==> src/hw/swe_regs.svh <==
// Purpose: Constants for the SPI status byte and write-enable latch block
// Assumes: Included by bare name; definitions only
// Notes:   Bit positions refer to the 8-bit status byte
`ifndef SWE_REGS_SVH
`define SWE_REGS_SVH

`define SWE_OP_SET_WRITE_LATCH_CMD      8'h06
`define SWE_OP_CLEAR_WRITE_LATCH_CMD      8'h04
`define SWE_OP_STATUS_READ_CMD      8'h05
`define SWE_OP_STATUS_WRITE_CMD      8'h01
`define SWE_OP_WRITE     8'h02

`define SWE_BIT_RSVD     7
`define SWE_BIT_ASE      6
`define SWE_BIT_PRO      5
`define SWE_BIT_SWF      4
`define SWE_BIT_BP_HI    3
`define SWE_BIT_BP_LO    2
`define SWE_BIT_WEL      1
`define SWE_BIT_BUSY     0

`define SWE_ASE_RST      1'h0
`define SWE_PRO_RST      1'h0
`define SWE_BP_RST       2'h0
`define SWE_BP_NONE      2'h0
`define SWE_BP_QUARTER   2'h1
`define SWE_BP_HALF      2'h2
`define SWE_BP_ALL       2'h3
`define SWE_PROT_QUARTER 13'h1800
`define SWE_PROT_HALF    13'h1000

`define SWE_ADDR_W       13
`define SWE_PAGE_BITS    5

`endif

==> src/hw/swe_pkg.sv <==
// Purpose: Types shared by the status and write-enable block
// Assumes: Nothing
// Notes:   Command phase of one select period
package swe_pkg;
   typedef enum logic [2:0] {
      ST_OPCODE  = 3'b000,
      ST_SET_WRITE_LATCH_CMD    = 3'b001,
      ST_STAT_RD = 3'b010,
      ST_STAT_WR = 3'b011,
      ST_ADDR    = 3'b100,
      ST_ARR_DAT = 3'b101,
      ST_IGNORE  = 3'b110
   } swe_state_t;
endpackage

==> src/hw/swe_sync.sv <==
// Purpose: Two-flop synchroniser for pin inputs
// Assumes: Inputs asynchronous to i_ref_clk
// Notes:   Output holds the reset value while i_nrst is low
`timescale 1ns/100ps
module swe_sync #(
   parameter int           W       = 1,
   parameter logic [W-1:0] RST_VAL = '0
) (
   input  wire logic         i_ref_clk,
   input  wire logic         i_nrst,
   input  wire logic [W-1:0] i_async,
   output logic      [W-1:0] o_sync
);
   logic [W-1:0] meta;

   always_ff @(posedge i_ref_clk or negedge i_nrst) begin
      if (!i_nrst) begin
         meta   <= RST_VAL;
         o_sync <= RST_VAL;
      end else begin
         meta   <= i_async;
         o_sync <= meta;
      end
   end
endmodule

==> src/hw/swe_ctrl.sv <==
// Purpose: Status byte and write-enable latch of a serial SRAM, reached by SPI opcodes
// Assumes: SPI pins oversampled by i_ref_clk, serial clock far below half its rate
// Notes:   Modes 0 and 3; array writes leave as one-cycle strobes
`timescale 1ns/100ps
`include "swe_regs.svh"
module swe_ctrl
   import swe_pkg::*;
(
   input  wire logic                   i_ref_clk,
   input  wire logic                   i_nrst,
   input  wire logic                   i_spi_clk,
   input  wire logic                   i_cs_n,
   input  wire logic                   i_mosi,
   input  wire logic                   i_hold_n,
   input  wire logic                   i_xfer_busy,
   input  wire logic                   i_secure_fail_set,
   input  wire logic                   i_secure_fail_clr,
   input  wire logic                   i_nv_load,
   input  wire logic [3:0]             i_nv_bits,
   output logic                        o_miso,
   output logic                        o_miso_oe,
   output logic                        o_arr_wr,
   output logic [`SWE_ADDR_W-1:0]      o_arr_addr,
   output logic [7:0]                  o_arr_data,
   output logic                        o_write_enable_latch,
   output logic                        o_autosave_disable,
   output logic                        o_page_wrap_select,
   output logic [1:0]                  o_protect_level,
   output logic                        o_secure_write_fail_flag
);
   localparam int AW = `SWE_ADDR_W;
   localparam int PB = `SWE_PAGE_BITS;

   function automatic logic prot_hit(input logic [1:0] lvl, input logic [AW-1:0] a);
      logic hit;
      hit = 1'b0;
      unique case (lvl)
         `SWE_BP_NONE:    hit = 1'b0;
         `SWE_BP_QUARTER: hit = (a >= `SWE_PROT_QUARTER);
         `SWE_BP_HALF:    hit = (a >= `SWE_PROT_HALF);
         `SWE_BP_ALL:     hit = 1'b1;
      endcase
      return hit;
   endfunction

   function automatic logic [AW-1:0] addr_step(input logic wrap_off, input logic [AW-1:0] a);
      logic [AW-1:0] n;
      n = a + {{(AW-1){1'b0}}, 1'b1};
      if (!wrap_off) begin
         n = {a[AW-1:PB], n[PB-1:0]};
      end
      return n;
   endfunction

   // Pin synchronisers: order sck, cs_n, mosi, hold_n
   logic [3:0]    pins_s;
   logic          sck_s;
   logic          cs_n_s;
   logic          mosi_s;
   logic          hold_n_s;
   logic          sck_d;
   logic          cs_n_d;
   logic          hold_act;
   swe_state_t    state;
   swe_state_t    next_state;
   logic [2:0]    bit_cnt;
   logic [6:0]    rx_shift;
   logic [6:0]    tx_shift;
   logic          tx_live;
   logic          addr_lo;
   logic [AW-1:0] addr;

   swe_sync #(
      .W       (4),
      .RST_VAL (4'h5)
   ) u_sync (
      .i_ref_clk (i_ref_clk),
      .i_nrst    (i_nrst),
      .i_async   ({i_spi_clk, i_cs_n, i_mosi, i_hold_n}),
      .o_sync    (pins_s)
   );

   assign sck_s    = pins_s[3];
   assign cs_n_s   = pins_s[2];
   assign mosi_s   = pins_s[1];
   assign hold_n_s = pins_s[0];

   wire       cs_rise   = cs_n_s & ~cs_n_d;
   wire       sck_rise  = ~cs_n_s & ~hold_act & sck_s & ~sck_d;
   wire       sck_fall  = ~cs_n_s & ~hold_act & ~sck_s & sck_d;
   wire       byte_done = sck_rise & (bit_cnt == 3'h7);
   wire [7:0] rx_byte   = {rx_shift, mosi_s};
   wire [7:0] status_byte = {1'b0, o_autosave_disable, o_page_wrap_select, o_secure_write_fail_flag,
                             o_protect_level, o_write_enable_latch, i_xfer_busy};
   wire       op_byte   = byte_done & (state == ST_OPCODE);
   wire       busy_skip = op_byte & i_xfer_busy & (rx_byte != `SWE_OP_STATUS_READ_CMD);
   wire       sr_write  = byte_done & (state == ST_STAT_WR);
   wire       arr_byte  = byte_done & (state == ST_ARR_DAT);
   wire       arr_prot  = arr_byte & prot_hit(o_protect_level, addr);
   wire       set_write_latch_cmd_done = cs_rise & ~hold_act & (state == ST_SET_WRITE_LATCH_CMD) & (bit_cnt == 3'h0);
   wire       clear_write_latch_cmd_hit  = op_byte & ~busy_skip & (rx_byte == `SWE_OP_CLEAR_WRITE_LATCH_CMD);
   wire       arr_end   = cs_rise & ((state == ST_ADDR) | (state == ST_ARR_DAT));
   wire       wel_clr   = clear_write_latch_cmd_hit | sr_write | arr_prot | arr_end | (cs_rise & hold_act);
   wire       tx_load   = sck_fall & (state == ST_STAT_RD) & (bit_cnt == 3'h0);
   wire       next_oe   = ~cs_n_s & ~hold_act & (state == ST_STAT_RD) & (tx_live | tx_load);

   always_comb begin
      next_state = state;
      if (byte_done) begin
         unique case (state)
            ST_OPCODE: begin
               if (busy_skip) begin
                  next_state = ST_IGNORE;
               end else begin
                  unique case (rx_byte)
                     `SWE_OP_SET_WRITE_LATCH_CMD:  next_state = ST_SET_WRITE_LATCH_CMD;
                     `SWE_OP_STATUS_READ_CMD:  next_state = ST_STAT_RD;
                     `SWE_OP_STATUS_WRITE_CMD:  next_state = o_write_enable_latch ? ST_STAT_WR : ST_IGNORE;
                     `SWE_OP_WRITE: next_state = o_write_enable_latch ? ST_ADDR : ST_IGNORE;
                     default:       next_state = ST_IGNORE;
                  endcase
               end
            end
            ST_SET_WRITE_LATCH_CMD:    next_state = ST_IGNORE;
            ST_STAT_RD: next_state = ST_STAT_RD;
            ST_STAT_WR: next_state = ST_IGNORE;
            ST_ADDR:    next_state = addr_lo ? ST_ARR_DAT : ST_ADDR;
            ST_ARR_DAT: next_state = ST_ARR_DAT;
            ST_IGNORE:  next_state = ST_IGNORE;
         endcase
      end
   end

   // Pause enters, and short of deselect leaves, only while the serial clock is low
   always_ff @(posedge i_ref_clk or negedge i_nrst) begin
      if (!i_nrst) begin
         sck_d    <= 1'b0;
         cs_n_d   <= 1'b1;
         hold_act <= 1'b0;
      end else begin
         sck_d    <= sck_s;
         cs_n_d   <= cs_n_s;
         hold_act <= ~cs_n_s & (sck_s ? hold_act : ~hold_n_s);
      end
   end

   // Deselect returns the shifter to the opcode phase with no wait
   always_ff @(posedge i_ref_clk or negedge i_nrst) begin
      if (!i_nrst) begin
         state    <= ST_OPCODE;
         bit_cnt  <= 3'h0;
         rx_shift <= 7'h00;
      end else if (cs_n_s) begin
         state    <= ST_OPCODE;
         bit_cnt  <= 3'h0;
      end else if (sck_rise) begin
         state    <= next_state;
         bit_cnt  <= bit_cnt + 3'h1;
         rx_shift <= rx_byte[6:0];
      end
   end

   // Status byte is resampled at each byte boundary
   always_ff @(posedge i_ref_clk or negedge i_nrst) begin
      if (!i_nrst) begin
         o_miso    <= 1'b0;
         o_miso_oe <= 1'b0;
         tx_shift  <= 7'h00;
         tx_live   <= 1'b0;
      end else begin
         o_miso_oe <= next_oe;
         if (cs_n_s) begin
            tx_live <= 1'b0;
         end else if (tx_load) begin
            o_miso   <= status_byte[7];
            tx_shift <= status_byte[6:0];
            tx_live  <= 1'b1;
         end else if (sck_fall && tx_live) begin
            o_miso   <= tx_shift[6];
            tx_shift <= {tx_shift[5:0], 1'b0};
         end
      end
   end

   always_ff @(posedge i_ref_clk or negedge i_nrst) begin
      if (!i_nrst) begin
         o_write_enable_latch <= 1'b0;
      end else if (set_write_latch_cmd_done) begin
         o_write_enable_latch <= 1'b1;
      end else if (wel_clr) begin
         o_write_enable_latch <= 1'b0;
      end
   end

   // Retained bits take their saved copy on restore unless a status write lands that cycle; write also clears the latch
   always_ff @(posedge i_ref_clk or negedge i_nrst) begin
      if (!i_nrst) begin
         o_autosave_disable <= `SWE_ASE_RST;
         o_page_wrap_select <= `SWE_PRO_RST;
         o_protect_level    <= `SWE_BP_RST;
      end else if (sr_write) begin
         o_autosave_disable <= rx_byte[`SWE_BIT_ASE];
         o_page_wrap_select <= rx_byte[`SWE_BIT_PRO];
         o_protect_level    <= rx_byte[`SWE_BIT_BP_HI:`SWE_BIT_BP_LO];
      end else if (i_nv_load) begin
         {o_autosave_disable, o_page_wrap_select, o_protect_level} <= i_nv_bits;
      end
   end

   always_ff @(posedge i_ref_clk or negedge i_nrst) begin
      if (!i_nrst) begin
         o_secure_write_fail_flag <= 1'b0;
      end else if (i_secure_fail_set) begin
         o_secure_write_fail_flag <= 1'b1;
      end else if (i_secure_fail_clr) begin
         o_secure_write_fail_flag <= 1'b0;
      end
   end

   // Address is high byte then low byte; pointer steps per data byte
   always_ff @(posedge i_ref_clk or negedge i_nrst) begin
      if (!i_nrst) begin
         addr       <= '0;
         addr_lo    <= 1'b0;
         o_arr_wr   <= 1'b0;
         o_arr_addr <= '0;
         o_arr_data <= 8'h00;
      end else begin
         o_arr_wr <= 1'b0;
         if (cs_n_s) begin
            addr_lo <= 1'b0;
         end else if (byte_done && state == ST_ADDR) begin
            addr_lo <= 1'b1;
            if (addr_lo) begin
               addr[7:0] <= rx_byte;
            end else begin
               addr[AW-1:8] <= rx_byte[AW-9:0];
            end
         end else if (arr_byte) begin
            addr <= addr_step(o_page_wrap_select, addr);
            if (!arr_prot) begin
               o_arr_wr   <= 1'b1;
               o_arr_addr <= addr;
               o_arr_data <= rx_byte;
            end
         end
      end
   end
endmodule

==> config.mk <==
export PLATFORM = sky130hd
export DESIGN_NAME = swe_ctrl
export DESIGN_NICKNAME = d
export VERILOG_FILES = /design/src/hw/swe_pkg.sv /design/src/hw/swe_sync.sv /design/src/hw/swe_ctrl.sv
export VERILOG_INCLUDE_DIRS = /design/src /design/src/hw
export SDC_FILE = /design/constraint.sdc
export NUM_CORES = 1
export LEC_CHECK = 0
export BUFFER_PORTS_ARGS = -buffer_cell sky130_fd_sc_hd__buf_2
export CORE_UTILIZATION = 30
export CTS_BUF_LIST = sky130_fd_sc_hd__clkbuf_16
export DETAILED_ROUTE_END_ITERATION = 8
export GPL_TIMING_DRIVEN = 0
export HOLD_SLACK_MARGIN = 0.15
export PLACE_DENSITY = 0.55
export SKIP_CTS_REPAIR_TIMING = 1
export SLEW_MARGIN = 20
export SYNTH_ARGS = -nofsm -noshare
export SYNTH_HDL_FRONTEND = slang
export SYNTH_SLANG_ARGS = --single-unit
==> constraint.sdc <==
create_clock -name i_ref_clk -period 5.9 [get_ports i_ref_clk]
set_input_delay 0.295 -clock i_ref_clk [delete_from_list [all_inputs] [get_ports i_ref_clk]]
set_output_delay 0.295 -clock i_ref_clk [all_outputs]
set_load 0.01 [all_outputs]
Word-level counts from Yosys, hierarchy flattened
Cells that the tools add are included.
{"block": "totals", "out_inout_bits": 30, "word_cells": 149, "register_bits": 76}
{"block": "classes", "addsub": 2, "muxes": 40, "eq_ne": 18, "n_reduce_logical": 23, "magnitude_cmp": 2, "bitwise": 40}
{"cell": "two-way mux 13 bit", "n": 3}
{"cell": "greater-or-equal comparator 13 bit (second input constant)", "n": 2}
{"cell": "AND 1 bit", "n": 25}
{"cell": "== test 8 x 3 -> 1 bit (second input constant)", "n": 3}
{"cell": "two-way mux 3 bit", "n": 7}
{"cell": "two-way mux 1 bit", "n": 20}
{"cell": "nonzero test 2 bit", "n": 10}
{"cell": "case mux 3 bit (5 select lines)", "n": 1}
{"cell": "two-way mux 7 bit", "n": 2}
{"cell": "adder 13 x 1 -> 13 bit (second input constant)", "n": 1}
{"cell": "== test 3 bit (second input constant)", "n": 4}
{"cell": "case mux 3 bit (4 select lines)", "n": 1}
{"cell": "AND reduction 4 bit", "n": 3}
{"cell": "NOT 1 bit", "n": 9}
{"cell": "== test 8 x 1 -> 1 bit (second input constant)", "n": 1}
{"cell": "== test 8 x 2 -> 1 bit (second input constant)", "n": 1}
{"cell": "two-way mux 8 bit", "n": 1}
{"cell": "!= test 8 x 3 -> 1 bit (second input constant)", "n": 1}
{"cell": "== test 3 x 2 -> 1 bit (second input constant)", "n": 2}
{"cell": "logical NOT 3 bit", "n": 2}
{"cell": "two-way mux 2 bit", "n": 3}
{"cell": "bitwise OR 1 bit", "n": 6}
{"cell": "AND reduction 2 bit", "n": 3}
{"cell": "two-way mux 5 bit", "n": 1}
{"cell": "10 further kinds", "n": 13}

Longest topological paths before layout
{"block": "depth", "depth_word": 17, "ltp_mapped": 7, "ltp_nobuf": 6}

Hierarchy
From an unflattened synthesis, not the netlist that was laid out.
{"block": "unflattened", "hier_cells": 330, "hier_area_um2": 3584.7}
{"module": "swe_ctrl", "seq_area_each_um2": 1702.9, "area_each_um2": 3379.5, "cells_each": 322, "instances": 1}
{"module": "swe_sync", "seq_area_each_um2": 205.2, "area_each_um2": 205.2, "cells_each": 8, "instances": 1}

Worst setup path before layout
No wires, ideal clock.
{"block": "synth_timing", "kind": "reg2reg", "from": "reg u_sync.o_sync[2]", "to": "reg o_arr_addr[0]", "arrival_ps": 2008, "slack_ps": 3767, "n_path_buf": 3, "stages_incl_launch_ff": 7, "synth_period_minus_slack_ps": 2133, "setup_ps": 125, "path_cell_list": "dfstp_2 > buf_2 > or4b_4 > buf_6 > nor4_4 > buf_6 > mux2_2"}
{"block": "synth_between", "elab_chain_len": 9, "elab_cells_between_ends": 11, "classes_between": "bitwise: 9; reduce/logical: 2"}
{"element": "from (decl)", "line": "swe_sync.sv:12", "text": "output logic [W-1:0] o_sync"}
{"element": "from (signal assigned)", "line": "swe_sync.sv:22", "text": "o_sync <= meta;"}
{"element": "NOT 1 bit (no source line) *"}
{"element": "AND 1 bit (3 in a row)", "line": "swe_ctrl.sv:89", "text": "wire sck_rise = ~cs_n_s & ~hold_act & sck_s & ~sck_d;"}
{"element": "AND 1 bit", "line": "swe_ctrl.sv:91", "text": "wire byte_done = sck_rise & (bit_cnt == 3'h7);"}
{"element": "AND 1 bit", "line": "swe_ctrl.sv:98", "text": "wire arr_byte = byte_done & (state == ST_ARR_DAT);"}
{"element": "AND 1 bit", "line": "swe_ctrl.sv:99", "text": "wire arr_prot = arr_byte & prot_hit(o_protect_level, addr);"}
{"element": "NOT 1 bit (no source line)"}
{"element": "AND reduction 4 bit (no source line) *"}
{"element": "to (signal assigned)", "line": "swe_ctrl.sv:243", "text": "o_arr_addr <= addr;"}
{"element": "to (decl)", "line": "swe_ctrl.sv:23", "text": "output logic [`SWE_ADDR_W-1:0] o_arr_addr,"}
Every way passes the cells marked *; elsewhere a longest branch is shown, timed or not.
A chain may end at the register's enable or synchronous reset.

Worst setup path after layout
{"block": "layout_timing", "from": "reg bit_cnt[0]", "to": "reg addr[11]"}
{"block": "layout_between", "elab_chain_len": 5, "elab_cells_between_ends": 9, "classes_between": "eq/ne: 2; mux: 1; bitwise: 2; reduce/logical: 4"}
{"element": "from (decl)", "line": "swe_ctrl.sv:66", "text": "logic [2:0] bit_cnt;"}
{"element": "from (signal assigned)", "line": "swe_ctrl.sv:158", "text": "bit_cnt <= bit_cnt + 3'h1;"}
{"element": "== test 3 bit *", "line": "swe_ctrl.sv:91"}
{"element": "AND 1 bit *", "line": "swe_ctrl.sv:91"}
{"element": "logical AND 1 bit / AND 1 bit (equally long branches)", "line": "swe_ctrl.sv:232, swe_ctrl.sv:98"}
{"element": "!= test 2 bit (no source line) / nonzero test 2 bit (equally long branches)"}
{"element": "AND reduction 4 bit (no source line)"}
{"element": "to (signal, indexed assignment)", "line": "swe_ctrl.sv:237", "text": "addr[AW-1:8] <= rx_byte[AW-9:0];"}
{"element": "to (signal assigned)", "line": "swe_ctrl.sv:240", "text": "addr <= addr_step(o_page_wrap_select, addr);"}
{"element": "to (decl)", "line": "swe_ctrl.sv:71", "text": "logic [AW-1:0] addr;"}
Marks and branches as above.

==> impl_metrics.ini <==
[floorplan]
coreArea_mm2 = 0.01206
die_w_um = 113.7
die_area_mm2 = 0.01292
fp.dieH_um = 113.7
core.rowCount = 40
start_util_pct = 31.01
ioPinCount = 44

[synth]
synth_top_family_by_area = simple AND/OR/NAND/NOR gates
ys_async_sr_fraction_pct = 100.0
synth-compound-area-share_pct = 13.45
synth_area_leaders = dfrtp_1, mux2_2, dfstp_2, nand2_1, mux2i_1
synth_area_per_cell_um2 = 10.94
ys.flop_type = dfrtp_1
yosys-mux-area-fraction_pct = 12.68
synth_top_area_cell = dfrtp_1
synth_area_mm2 = 0.003740
yosysUniqueCellTypes = 53
ys_ff_latch = 76
synthSimpleGateAreaFrac_pct = 16.86
synth-edff-count = 0
synth_top_area_share_pct = 47.51
synth_adder_area_share_pct = 1.673
seq_area_frac_synth_pct = 51.02
synth-xor-area-share_pct = 0.2342
syn-num-nets = 361
yosysWarningCount = 0
synthCells = 342

[setup_path]
r2r-end = addr[11]
cp_slowest_cell = a211oi_1
cp_data_required_time_ns = 6.13
timing.rr.start = bit_cnt[0]
crit_start = bit_cnt[0]
arrival_ns = 2.63
r2r_cells = 7
reg2reg_slack_ns = 3.50
worst-path-max-fanout = 10
end_kind = flop
start_kind = flop
crit_chain = ha_1, ha_1, clkbuf_1, nand3b_1, a211oi_1, o21ai_0, a22o_1
crit_path_frequent_cell = ha_1
cpPeakStageDelay_ns = 0.52
crit_type = reg -> reg

[timing]
setup_violations = 0
worst_slew_pin_slew_ns = 0.5712
slew_viol_final = 0
hold_slack_ns = 0.2290
rsz0062_at_grt = false
min_period_ns = 2.400
finalSetupTns_ns = 0
fin_skew_ns = 0.005568
max_freq_mhz = 416.7
hold_viol_final = 0
finalCritPeriodShare_pct = 40.67
max-slew-margin-rel_pct = 61.63

[grt]
grt_max_degree = 52
grt_pass1_vias = 2876
grt_pass1_wl_um = 15020
antenna_found_initial = 0
grt.total_usage_pct = 15.08
grt-ovfl-total = 0

[worst_hold_path]
holdCritStartpoint = i_secure_fail_clr
hold_path_end = o_secure_write_fail_flag
whs_path_depth = 3
hp-class = in -> reg

[clock_tree]
cts_max_level = 3
cts_buffers = 9
clock_sinks = 76
root_buffer = clkbuf_16
cts_tree = done
cts_buffer_depth = 2
cts.reportedPaths.clkPinSlew_ns = 0.06
insertion_delay_ns = 0.34

[detailed_routing]
first_iter_violations = 205
drc_errors = 0
routed_wl_um = 8862
wl_per_cell_um = 15.41
drt_first_pass_iters = 4
final_antenna_net_count = 0
vias = 2871
vias_per_cell = 4.993

[outcome]
outcome = completed

[layout]
final_common_cell = dfrtp_1
area_growth_pct = 20.58
n_antenna_cell = 0
final_cell_mix = dfrtp_1, buf_2, mux2_2
nets = 421
final_util_pct = 37.39
fill_cells = 1208
drive_gt1_share_pct = 26.29

[placement]
place.gp.congestion = 0.8332
io_buffers = 42
hpwl_um = 6333

[run]
maxCapViolCount = 0

[power]
p_per_area_mw_per_mm2 = 255.6
max-vdd-ir-drop_uv = 120.1
power_uw = 1153
p_leak_uw = 0.002053
[layout make-up]
type                    count  area [µm²]  area share [%]
well taps                 168       210.2           4.662
plain buffers              20       100.1           2.220
clock buffers               9       225.2           4.994
flip-flops and latches     76        1908           42.31
inverters                  14       52.55           1.165
multi-input cells         232        1679           37.24
repair buffers             49       300.3           6.659
clock inverters             7       33.78          0.7492
[power breakdown]
| group | switching (µW) | leakage, µW | internal [µW] |
|---|---|---|---|
| Clock | 210 | 0.000133 | 278 |
| Sequential | 33.1 | 0.00101 | 544 |
| Combinational | 51.3 | 0.000912 | 36.1 |
[cells in the mapped netlist, types with 5 or more instances]
master and count:
nand2b_1 5, mux2_2 34, dfstp_2 5, nor2b_1 7, nand3_1 14, o31ai_1 5
ha_1 5, nand4_1 10, a2bb2oi_1 5, dfrtp_1 71, a21oi_1 14, nand2_1 30
clkbuf_1 11, nor3_1 5, mux2i_1 8, inv_1 14, nor2_1 14, o21ai_0 16
[critical path: cells and delay by family, from the launching register on]
| family | cells | cell delay [ns] |
|---|---|---|
| and+or+nand+nor | 1 | 0.27 |
| adders and majority gates | 2 | 0.32 |
| DFF | 1 | 0.39 |
| AOI/OAI and AO/OA | 3 | 0.96 |
| buffers and inverters | 1 | 0.34 |
[stage by stage]
step | setup WS (ns) | instance area (µm²) | std cells
after global routing | 3.270 | 4509 | 575
after CTS | 3.488 | 4449 | 569
after detailed placement | 3.483 | 4190 | 553
final | 3.500 | 4509 | 575
after global placement | 3.519 | 4160 | 552
after floorplan | 3.767 | 3740 | 342
[flip-flops by register name, summed over array words and instances (netlist names), 2 cells and up]
name and cells:
state 3, o_arr_addr 13, rx_shift 7, addr 13, o_arr_data 8, u_sync.meta 4, bit_cnt 3, o_protect_level 2
u_sync.o_sync 4, tx_shift 7
[cell families (layout without fill, tap and decap cells)]
kind of cell | Yosys count | after routing
AO/OA/AOI/OAI | 72 | 72
multiplexers | 43 | 43
AND/OR/NAND/NOR | 111 | 111
XOR/XNOR | 1 | 1
adder cells (fa/ha/maj) | 5 | 5
buffers and inverters | 34 | 99
flip-flops | 76 | 76
[how the worst max path moves through the flow]
stage,endpoint,slack (ns),cells past startpoint
finish,addr[11],3.50,7
global route,addr[9],3.27,7
CTS,addr[11],3.49,7
detailed placement,addr[11],3.48,7
global placement,o_autosave_disable,3.52,6
floorplan,o_arr_addr[0],3.77,6
[per-layer routing]
| layer | part of all wire (%) | wire [µm] | global-route usage (%) |
|---|---|---|---|
| met2 | 46 | 4101 | 22.89 |
| met5 | 0 | 0 | 0 |
| met3 | 5.1 | 450 | 3.560 |
| met4 | 1.9 | 165 | 7.807 |
| met1 | 47 | 4144 | 20.03 |
(Power assumes the default switching activity.)
